$ cat src/verilog/ssrb_regs.svh
// Register offsets, field positions and preset values of the status bank
`ifndef SSRB_REGS_SVH
`define SSRB_REGS_SVH
// ----------------------------------------
// Per-register sections, register i at i * stride
// ----------------------------------------
`define SSRB_NUM_REGS 5
`define SSRB_REG_STRIDE 8'h20
`define SSRB_SEC_COND 5'h00
`define SSRB_SEC_EVENT 5'h04
`define SSRB_SEC_ENABLE 5'h08
`define SSRB_SEC_RISE 5'h0c
`define SSRB_SEC_FALL 5'h10
// ----------------------------------------
// Bank-wide registers
// ----------------------------------------
`define SSRB_CTRL 8'ha0
`define SSRB_FORMAT 8'ha4
`define SSRB_ERRQ 8'ha8
`define SSRB_TEXT 8'hac
`define SSRB_IRQ_STAT 8'hb0
`define SSRB_IRQ_MASK 8'hb4
`define SSRB_SUMMARY 8'hb8
// ----------------------------------------
// Fields
// ----------------------------------------
`define SSRB_CTRL_PRESET 0
`define SSRB_CTRL_INSTRST 1
`define SSRB_ERRQ_NOERR 16
`define SSRB_TEXT_VALID 8
`define SSRB_IRQ_OVF 5
`define SSRB_IRQ_W 6
// ----------------------------------------
// Preset and reset values, and the fixed text lengths of the hex and binary formats
// ----------------------------------------
`define SSRB_PRESET_RISE 16'hffff
`define SSRB_PRESET_FALL 16'h0000
`define SSRB_PRESET_ENA_LO 16'h0000
`define SSRB_PRESET_ENA_HI 16'hffff
`define SSRB_HEX_LEN 5'h06
`define SSRB_BIN_LEN 5'h12
`endif

$ cat src/verilog/ssrb_pkg.sv
// Types shared by the status bank and its text formatter
package ssrb_pkg;
   typedef enum logic [1:0] {
      SSRB_FMT_DEC = 2'h0,
      SSRB_FMT_BIN = 2'h1,
      SSRB_FMT_HEX = 2'h2
   } ssrb_fmt_t;
   typedef enum logic [1:0] {
      SSRB_ST_IDLE = 2'b01,
      SSRB_ST_EMIT = 2'b10
   } ssrb_state_t;
endpackage

$ cat src/verilog/ssrb_fmt_if.sv
// Carrier between the bank and the ASCII formatter
interface ssrb_fmt_if;
   logic load;
   logic [15:0] value;
   ssrb_pkg::ssrb_fmt_t mode;
   logic pop;
   logic [7:0] chr;
   logic valid;
   modport bank (output load, output value, output mode, output pop, input chr, input valid);
   modport fmt (input load, input value, input mode, input pop, output chr, output valid);
endinterface

$ cat src/verilog/ssrb_fmt.sv
// Turns a 16-bit register value into ASCII characters, one per pop
`include "ssrb_regs.svh"
module ssrb_fmt (
   input wire logic mclk,
   input wire logic resetn,
   ssrb_fmt_if.fmt f
);
   logic [15:0] val_r;
   ssrb_pkg::ssrb_fmt_t mode_r;
   ssrb_pkg::ssrb_state_t state_r;
   logic [4:0] pos_r;
   logic [4:0] len_r;

   // ----------------------------------------
   // Helpers
   // ----------------------------------------
   // Decimal suppresses leading zeros, so length depends on value
   function automatic logic [4:0] text_len(input ssrb_pkg::ssrb_fmt_t m, input logic [15:0] v);
      if (m == ssrb_pkg::SSRB_FMT_HEX) return `SSRB_HEX_LEN;
      else if (m == ssrb_pkg::SSRB_FMT_BIN) return `SSRB_BIN_LEN;
      else if (v >= 16'd10000) return 5'd5;
      else if (v >= 16'd1000) return 5'd4;
      else if (v >= 16'd100) return 5'd3;
      else if (v >= 16'd10) return 5'd2;
      else return 5'd1;
   endfunction

   function automatic logic [7:0] hex_chr(input logic [3:0] n);
      return (n < 4'ha) ? 8'h30 + {4'h0, n} : 8'h37 + {4'h0, n};
   endfunction

   function automatic logic [7:0] char_at(input ssrb_pkg::ssrb_fmt_t m, input logic [15:0] v,
                                          input logic [4:0] p, input logic [4:0] l);
      logic [4:0] k;
      logic [15:0] q;
      k = l - p - 5'd1;
      q = v;
      if (m != ssrb_pkg::SSRB_FMT_DEC && p == 5'd0) return 8'h23;
      else if (m == ssrb_pkg::SSRB_FMT_HEX) begin
         if (p == 5'd1) return 8'h48;
         return hex_chr(v[4'(k) * 4 +: 4]);
      end else if (m == ssrb_pkg::SSRB_FMT_BIN) begin
         if (p == 5'd1) return 8'h42;
         return v[4'(k)] ? 8'h31 : 8'h30;
      end
      // Constant divisors keep this a fixed combinational divide
      case (k)
         5'd0: q = v % 16'd10;
         5'd1: q = (v / 16'd10) % 16'd10;
         5'd2: q = (v / 16'd100) % 16'd10;
         5'd3: q = (v / 16'd1000) % 16'd10;
         default: q = v / 16'd10000;
      endcase
      return 8'h30 + q[7:0];
   endfunction

   // ----------------------------------------
   // Emit sequence; a new load restarts it
   // ----------------------------------------
   always_ff @(posedge mclk or negedge resetn) begin
      if (!resetn) begin
         state_r <= ssrb_pkg::SSRB_ST_IDLE;
         val_r <= 16'h0000;
         mode_r <= ssrb_pkg::SSRB_FMT_DEC;
         pos_r <= 5'h00;
         len_r <= 5'h00;
      end else if (f.load) begin
         state_r <= ssrb_pkg::SSRB_ST_EMIT;
         val_r <= f.value;
         mode_r <= f.mode;
         pos_r <= 5'h00;
         len_r <= text_len(f.mode, f.value);
      end else begin
         case (state_r)
            ssrb_pkg::SSRB_ST_EMIT: begin
               if (f.pop) begin
                  pos_r <= pos_r + 5'd1;
                  if (pos_r + 5'd1 == len_r) state_r <= ssrb_pkg::SSRB_ST_IDLE;
               end
            end
            default: state_r <= ssrb_pkg::SSRB_ST_IDLE;
         endcase
      end
   end

   assign f.valid = (state_r == ssrb_pkg::SSRB_ST_EMIT);
   assign f.chr = f.valid ? char_at(mode_r, val_r, pos_r, len_r) : 8'h00;
endmodule

$ cat src/verilog/ssrb_bank.sv
// Status register bank with APB access, transition filters and error queue
//
// Design decisions made here: the register offsets and the APB interface to the registers.
`include "ssrb_regs.svh"
module ssrb_bank #(
   parameter int ERR_DEPTH = 8
) (
   input wire logic mclk,
   input wire logic resetn,
   input wire logic psel,
   input wire logic penable,
   input wire logic pwrite,
   input wire logic [7:0] paddr,
   input wire logic [31:0] pwdata,
   output logic [31:0] prdata,
   output logic pready,
   output logic pslverr,
   input wire logic [4:0][15:0] cond_in,
   input wire logic err_push,
   input wire logic [15:0] err_code,
   output logic [4:0] summary,
   output logic irq
);
   localparam int PW = $clog2(ERR_DEPTH);
   localparam int NR = `SSRB_NUM_REGS;

   // Four stored sections per register plus the edge detector history
   logic [15:0] prev_r [NR];
   logic [15:0] event_r [NR];
   logic [15:0] enable_r [NR];
   logic [15:0] rise_r [NR];
   logic [15:0] fall_r [NR];
   logic [15:0] set_ev [NR];
   // Read path and bank-wide settings
   logic [31:0] prdata_r;
   logic [31:0] rd_nxt;
   ssrb_pkg::ssrb_fmt_t format_r;
   logic [4:0] summary_r;
   logic [`SSRB_IRQ_W-1:0] stat_r;
   logic [`SSRB_IRQ_W-1:0] mask_r;
   logic [`SSRB_IRQ_W-1:0] stat_set;
   // Error queue storage and slot indices
   logic [15:0] err_mem [ERR_DEPTH];
   logic [PW-1:0] wr_slot_r;
   logic [PW-1:0] rd_slot_r;
   logic [PW:0] count_r;
   // Bus decode and one-cycle strobes
   logic setup;
   logic access;
   logic wr_acc;
   logic rd_acc;
   logic preset;
   logic inst_rst;
   logic err_pop;
   logic err_wr;
   logic [2:0] a_idx;
   logic [4:0] a_sec;
   logic a_bank;

   // Carrier to the text formatter
   ssrb_fmt_if fif ();

   // ----------------------------------------
   // Shared helpers
   // ----------------------------------------
   // Queue slots wrap at the depth, which need not be a power of two
   function automatic logic [PW-1:0] slot_next(input logic [PW-1:0] p);
      if (p == PW'(ERR_DEPTH - 1)) return '0;
      else return p + 1'b1;
   endfunction

   // Enable preset: registers 0 and 1 start masked, the rest open
   function automatic logic [15:0] preset_ena(input int i);
      if (i < 2) return `SSRB_PRESET_ENA_LO;
      else return `SSRB_PRESET_ENA_HI;
   endfunction

   // ----------------------------------------
   // Address decoding
   // ----------------------------------------
   // Section decode: register index in the top bits, section below
   function automatic logic is_sec(input logic [7:0] a);
      logic [4:0] s;
      s = a[4:0];
      if (a >= `SSRB_CTRL) return 1'b0;
      else if (s == `SSRB_SEC_COND || s == `SSRB_SEC_EVENT) return 1'b1;
      else if (s == `SSRB_SEC_ENABLE || s == `SSRB_SEC_RISE) return 1'b1;
      else if (s == `SSRB_SEC_FALL) return 1'b1;
      else return 1'b0;
   endfunction

   function automatic logic addr_ok(input logic [7:0] a);
      if (is_sec(a)) return 1'b1;
      else if (a == `SSRB_CTRL || a == `SSRB_FORMAT || a == `SSRB_ERRQ) return 1'b1;
      else if (a == `SSRB_TEXT || a == `SSRB_IRQ_STAT) return 1'b1;
      else if (a == `SSRB_IRQ_MASK || a == `SSRB_SUMMARY) return 1'b1;
      else return 1'b0;
   endfunction

   assign a_idx = paddr[7:5];
   assign a_sec = paddr[4:0];
   assign a_bank = is_sec(paddr);
   assign setup = psel & ~penable;
   assign access = psel & penable;
   assign wr_acc = access & pwrite;
   assign rd_acc = access & ~pwrite;

   // ----------------------------------------
   // APB answer
   // ----------------------------------------
   // Zero wait states; read data is latched in the setup cycle so side
   // effects in the access cycle cannot disturb what is returned
   assign pready = 1'b1;
   assign pslverr = access & ~addr_ok(paddr);
   assign prdata = prdata_r;

   // Read multiplexer, evaluated during setup
   always_comb begin
      rd_nxt = 32'h0000_0000;
      if (a_bank) begin
         if (a_sec == `SSRB_SEC_COND) rd_nxt[15:0] = cond_in[a_idx];
         else if (a_sec == `SSRB_SEC_EVENT) rd_nxt[15:0] = event_r[a_idx];
         else if (a_sec == `SSRB_SEC_ENABLE) rd_nxt[15:0] = enable_r[a_idx];
         else if (a_sec == `SSRB_SEC_RISE) rd_nxt[15:0] = rise_r[a_idx];
         else rd_nxt[15:0] = fall_r[a_idx];
      end else if (paddr == `SSRB_FORMAT) begin
         rd_nxt[1:0] = format_r;
      end else if (paddr == `SSRB_ERRQ) begin
         // Empty queue answers code zero with the no-error flag
         if (count_r == '0) rd_nxt[`SSRB_ERRQ_NOERR] = 1'b1;
         else rd_nxt[15:0] = err_mem[rd_slot_r];
      end else if (paddr == `SSRB_TEXT) begin
         rd_nxt[`SSRB_TEXT_VALID:0] = {fif.valid, fif.chr};
      end else if (paddr == `SSRB_IRQ_STAT) begin
         rd_nxt[`SSRB_IRQ_W-1:0] = stat_r;
      end else if (paddr == `SSRB_IRQ_MASK) begin
         rd_nxt[`SSRB_IRQ_W-1:0] = mask_r;
      end else if (paddr == `SSRB_SUMMARY) begin
         rd_nxt[4:0] = summary_r;
      end
   end

   always_ff @(posedge mclk or negedge resetn) begin
      if (!resetn) prdata_r <= 32'h0000_0000;
      else if (setup && !pwrite) prdata_r <= rd_nxt;
   end

   // ----------------------------------------
   // Control strobes
   // ----------------------------------------
   // Both act only for the write cycle; nothing of them is stored
   assign preset = wr_acc && paddr == `SSRB_CTRL && pwdata[`SSRB_CTRL_PRESET];
   assign inst_rst = wr_acc && paddr == `SSRB_CTRL && pwdata[`SSRB_CTRL_INSTRST];

   // Number format; undefined codes are ignored
   always_ff @(posedge mclk or negedge resetn) begin
      if (!resetn) begin
         format_r <= ssrb_pkg::SSRB_FMT_DEC;
      end else if (inst_rst) begin
         format_r <= ssrb_pkg::SSRB_FMT_DEC;
      end else if (wr_acc && paddr == `SSRB_FORMAT && pwdata[1:0] != 2'h3) begin
         format_r <= ssrb_pkg::ssrb_fmt_t'(pwdata[1:0]);
      end
   end

   // ----------------------------------------
   // Status registers
   // ----------------------------------------
   // Transition detection against last sampled condition
   always_comb begin
      for (int i = 0; i < NR; i++) begin
         set_ev[i] = (cond_in[i] & ~prev_r[i] & rise_r[i])
                   | (~cond_in[i] & prev_r[i] & fall_r[i]);
      end
   end

   // History has no reset, so levels standing high at release are not taken
   // for rising edges; it needs one clock edge inside reset to settle
   always_ff @(posedge mclk) begin
      for (int i = 0; i < NR; i++) prev_r[i] <= cond_in[i];
   end

   // Events: only bits actually returned are cleared, new edges win
   always_ff @(posedge mclk or negedge resetn) begin
      if (!resetn) begin
         for (int i = 0; i < NR; i++) begin
            event_r[i] <= 16'h0000;
         end
      end else begin
         for (int i = 0; i < NR; i++) begin
            if (rd_acc && a_bank && a_sec == `SSRB_SEC_EVENT && a_idx == 3'(i)) begin
               event_r[i] <= (event_r[i] & ~prdata_r[15:0]) | set_ev[i];
            end else begin
               event_r[i] <= event_r[i] | set_ev[i];
            end
         end
      end
   end

   // Enables and filters; instrument reset has no path in here
   always_ff @(posedge mclk or negedge resetn) begin
      if (!resetn) begin
         for (int i = 0; i < NR; i++) begin
            enable_r[i] <= preset_ena(i);
            rise_r[i] <= `SSRB_PRESET_RISE;
            fall_r[i] <= `SSRB_PRESET_FALL;
         end
      end else if (preset) begin
         for (int i = 0; i < NR; i++) begin
            // Operation and questionable start masked, the rest open
            enable_r[i] <= preset_ena(i);
            rise_r[i] <= `SSRB_PRESET_RISE;
            fall_r[i] <= `SSRB_PRESET_FALL;
         end
      end else if (wr_acc && a_bank) begin
         if (a_sec == `SSRB_SEC_ENABLE) enable_r[a_idx] <= pwdata[15:0];
         else if (a_sec == `SSRB_SEC_RISE) rise_r[a_idx] <= pwdata[15:0];
         else if (a_sec == `SSRB_SEC_FALL) fall_r[a_idx] <= pwdata[15:0];
      end
   end

   // Summary lags the event section by one cycle
   always_ff @(posedge mclk or negedge resetn) begin
      if (!resetn) begin
         summary_r <= 5'h00;
      end else begin
         for (int i = 0; i < NR; i++) summary_r[i] <= |(event_r[i] & enable_r[i]);
      end
   end
   assign summary = summary_r;

   // ----------------------------------------
   // Error queue
   // ----------------------------------------
   // A full queue drops the newest entry and flags the overflow
   assign err_pop = rd_acc && paddr == `SSRB_ERRQ && count_r != '0;
   assign err_wr = err_push && (count_r != (PW + 1)'(ERR_DEPTH) || err_pop);

   always_ff @(posedge mclk) begin
      if (err_wr) err_mem[wr_slot_r] <= err_code;
   end

   // Push and pop in one cycle both act, so the count then stands still
   always_ff @(posedge mclk or negedge resetn) begin
      if (!resetn) begin
         wr_slot_r <= '0;
         rd_slot_r <= '0;
         count_r <= '0;
      end else begin
         if (err_wr) wr_slot_r <= slot_next(wr_slot_r);
         if (err_pop) rd_slot_r <= slot_next(rd_slot_r);
         if (err_wr && !err_pop) count_r <= count_r + 1'b1;
         else if (err_pop && !err_wr) count_r <= count_r - 1'b1;
      end
   end

   // ----------------------------------------
   // Interrupts
   // ----------------------------------------
   // Bits 4..0 flag new enabled events per register, bit 5 a lost error
   always_comb begin
      stat_set = '0;
      for (int i = 0; i < NR; i++) stat_set[i] = |(set_ev[i] & enable_r[i]);
      stat_set[`SSRB_IRQ_OVF] = err_push & ~err_wr;
   end

   // Write one to clear; a set in the same cycle is kept
   always_ff @(posedge mclk or negedge resetn) begin
      if (!resetn) begin
         stat_r <= '0;
         mask_r <= '0;
      end else begin
         if (wr_acc && paddr == `SSRB_IRQ_STAT) begin
            stat_r <= (stat_r & ~pwdata[`SSRB_IRQ_W-1:0]) | stat_set;
         end else begin
            stat_r <= stat_r | stat_set;
         end
         if (wr_acc && paddr == `SSRB_IRQ_MASK) mask_r <= pwdata[`SSRB_IRQ_W-1:0];
      end
   end
   assign irq = |(stat_r & mask_r);

   // ----------------------------------------
   // ASCII rendering of section reads
   // ----------------------------------------
   // Only the latest section read can be fetched as text
   assign fif.load = rd_acc & a_bank;
   assign fif.value = prdata_r[15:0];
   assign fif.mode = format_r;
   assign fif.pop = rd_acc && paddr == `SSRB_TEXT && fif.valid;

   ssrb_fmt u_fmt (
      .mclk(mclk),
      .resetn(resetn),
      .f(fif.fmt)
   );
endmodule

$ cat config.mk
export PLATFORM = sky130hd
export DESIGN_NAME = ssrb_bank
export DESIGN_NICKNAME = d
export VERILOG_FILES = /design/src/verilog/ssrb_pkg.sv /design/src/verilog/ssrb_fmt_if.sv /design/src/verilog/ssrb_fmt.sv /design/src/verilog/ssrb_bank.sv
export VERILOG_INCLUDE_DIRS = /design/src /design/src/verilog
export SDC_FILE = /design/constraint.sdc
export NUM_CORES = 1
export LEC_CHECK = 0
export BUFFER_PORTS_ARGS = -buffer_cell sky130_fd_sc_hd__buf_4
export CORE_UTILIZATION = 50
export CTS_CLUSTER_DIAMETER = 150
export CTS_CLUSTER_SIZE = 14
export DETAILED_ROUTE_END_ITERATION = 7
export PLACE_DENSITY = 0.78
export SYNTH_ARGS = -nofsm -noshare
export SYNTH_HDL_FRONTEND = slang
export SYNTH_SLANG_ARGS = --single-unit
export TNS_END_PERCENT = 100
$ cat constraint.sdc
create_clock -name mclk -period 37.5 [get_ports mclk]
set_input_delay 1.875 -clock mclk [delete_from_list [all_inputs] [get_ports mclk]]
set_output_delay 1.875 -clock mclk [all_outputs]
set_load 0.01 [all_outputs]
==> impl_metrics.csv <==
group,metric,value,unit
timing,period_share,0.849,
floorplanning,die_x,270,µm
synthesis,syn_avg_cell_area,9.47,µm²
setup_path,crit_arrival,32.38,ns
synthesis,synthesis.area,0.0360,mm²
synthesis,synth.top_cell.area_share,0.185,
clock_tree,clock_latency,0.61,ns
routing,firstDrtPassIters,6,
synthesis,synth_top_cells_by_count,"674 x nand2_1, 291 x nor2_1, 266 x dfrtp_1",
synthesis,synth_warnings,0,
global_routing,grt_usage,0.346,
placed_design,placed_cell_area,0.0378,mm²
synthesis,async_flop_share,0.655,
synthesis,ys_ff_latch,603,
clock_tree,ctsHoldBuffers,0,
synthesis,synth_seq_area_share,0.430,
timing,grt_setup_unrepaired,"false",
routing,drc,0,
routing,drtAntennaViolNets,0,
setup_path,cpPeakStageDelay,0.82,ns
clock_tree,cts_tree,"yes",
setup_path,reg2reg_depth,129,
routing,drt-initial-drc-count,3971,
final_layout,design_area,0.0393,mm²
floorplanning,chipHeight,270,µm
setup_path,crit_top_cell,"ha_1",
synthesis,synth_cell_types,117,
global_routing,grt_pass1_wl,191,mm
global_routing,grt_pass1_vias,29600,
floorplanning,dieArea,0.0731,mm²
clock_tree,cts.clk_slew.worst_paths,0.07,ns
routing,via_per_inst,6.61,
final_layout,finish.utilization,0.550,
run,max_cap_viol_count,0,
placed_design,io_buffers,149,
timing,worstMarginPinSlew,1.21,ns
global_routing,antenna_found_initial,8,
synthesis,synth.most_common_cell,"nand2_1",
routing,drt-wirelength-per-cell,26.9,µm
hold_path,whs_path_depth,2,
setup_path,worstSetupStartpointType,"register",
clock_tree,clock-root-buffer,"clkbuf_16",
timing,fmax,31.4,MHz
clock_tree,htreeDepth,2,
setup_path,path_max_fanout,14,
hold_path,hold_path_class,"register to register",
clock_tree,clock_path_buffers,3,
synthesis,synth.area.top_cells,"dfrtp_1 18%, edfxtp_1 11%, dfstp_2 9.4%, nand2_1 7.0%, mux4_2 6.3%",
clock_tree,cts_buffers,49,
final_layout,drive_gt1_frac,0.157,
placed_design,place_congestion,1.06,
timing,fin_crit,31.83,ns
clock_tree,cts_resized,0,
floorplanning,rows,98,
routing,via_count,31800,
timing,skew,0.0246,ns
setup_path,crit_required,38.05,ns
floorplanning,initial_core_util,0.504,
floorplanning,core-area,0.0714,mm²
outcome,status,"finished, final reports clean",
timing,setup_viol,0,
timing,finalMaxSlewViolations,0,
global_routing,grt_max_degree,154,
final_layout,syn2layout_area_growth,9.10,%
global_routing,overflow,0,
timing,relSlewSlack,0.189,
setup_path,crit_type,"register to register",
setup_path,crit_path_end_kind,"register",
setup_path,slowest_stage,"nor4b_2",
synthesis,syn_inst,3800,
synthesis,yosys.area.top_type,"dfrtp_1",
final_layout,n_fill_cell,6236,
synthesis,synth-edff-count,128,
timing,finalHoldViolations,0,
routing,finalWirelength,129,mm
floorplanning,ios,182,
clock_tree,cts_num_sinks,603,
synthesis,ys.flop_type,"dfrtp_1",
final_layout,nets,4059,
placed_design,hpwl,92.1,mm
timing,setup-tns-final,0,ns
clock_tree,post_cts_buffers,0,
## per-stage QoR
step,setup WS (ns),hold slack [ns],instances
6_report,5.67,0.491,4804
3_3_place_gp,6.39,0.472,4710
4_1_cts,5.87,0.490,4799
2_1_floorplan,10.06,0.452,3814
3_5_place_dp,6.02,0.482,4710
5_1_grt,2.92,0.510,4802
## placed cells by master (no fill, tap or decap), drive strengths merged, types with 24 or more instances in the layout
cell / netlist / routed
o22ai: 102 / 102
nor3: 69 / 69
buf: 50 / 205
dfstp: 129 / 129
a221oi: 60 / 60
inv: 64 / 64
a22o: 103 / 103
and3: 25 / 25
nand4: 29 / 29
o21a: 32 / 32
dfrtp: 266 / 266
xor2: 26 / 26
a21o: 113 / 113
mux4: 101 / 101
mux2i: 86 / 86
clkbuf: 209 / 87
ha: 104 / 104
nor2b: 26 / 26
edfxtp: 128 / 128
a211oi: 28 / 28
nand2b: 33 / 33
nand2: 677 / 677
xnor2: 52 / 52
o21ai: 253 / 253
nand3: 111 / 111
a21oi: 170 / 170
mux2: 24 / 24
o211ai: 36 / 36
dfxtp: 80 / 80
a22oi: 60 / 60
nor2: 292 / 292
## flip-flops by register name (all words and copies together) (netlist names)
name / flops
u_fmt.val_r: 16
u_fmt.state_r: 2
prdata: 17
fif.mode: 2
u_fmt.len_r: 4
rd_slot_r: 3
u_fmt.pos_r: 5
count_r: 4
enable_r: 80
summary: 5
u_fmt.mode_r: 2
fall_r: 80
wr_slot_r: 3
mask_r: 6
rise_r: 80
stat_r: 6
prev_r: 80
err_mem: 128
event_r: 80
## routing by layer
| layer | wire length (µm) | track usage |
|---|---|---|
| met1 | 48000 | 0.437 |
| met3 | 12700 | 0.0669 |
| met2 | 58300 | 0.539 |
| met5 | 52 | 0 |
| met4 | 9970 | 0.234 |
## area by class of cell
class                           instances  area, µm²  area share
Multi-Input combinational cell       2888      19300       0.493
Sequential cell                       603      15500       0.395
Timing Repair Buffer                  205       1560      0.0398
Clock buffer                           87       1390      0.0354
Tap cell                              950       1190      0.0303
Inverter                               64        240     0.00612
Clock inverter                          2       32.5    0.000828
Antenna cell                            5       12.5    0.000319
## critical path, delay by kind of cell, from the launching register on
kind,cells,cell delay [ns]
flip-flops,1,0.48
buffers and inverters,6,1.02
AND/OR/NAND/NOR,53,11.36
multiplexers,6,1.75
AO/OA/AOI/OAI,49,12.42
adder cells (fa/ha/maj),15,4.70
## kinds of logic (layout without fill, tap and decap cells)
| group | Yosys count | count (layout) | share of synthesized area |
|---|---|---|---|
| muxes | 211 | 211 | 0.0950 |
| AOI/OAI and AO/OA | 1105 | 1105 | 0.213 |
| DFF | 603 | 603 | 0.430 |
| buffers and inverters | 323 | 358 | 0.0360 |
| xor gates and xnor gates | 78 | 78 | 0.0192 |
| and+or+nand+nor | 1368 | 1368 | 0.168 |
| other | 2 | 21 | 0.000209 |
| adders and majority gates | 110 | 110 | 0.0384 |
## final timing paths
kind                       slack [ns]           end      startpoint
hold / removal                   0.49   enable_r[0]     enable_r[0]
setup reg to reg                 5.67     prdata[6]  u_fmt.pos_r[2]
min in group asynchronous        1.36    fall_r[40]          resetn
max in group asynchronous       34.65  rd_slot_r[0]          resetn
setup / recovery                 5.67     prdata[6]  u_fmt.pos_r[2]
hold reg to reg                  0.49   enable_r[0]     enable_r[0]
Power is left out: the tool's default activity adds up to more than one toggle a clock period on the data nets, which glitch-free logic cannot reach.
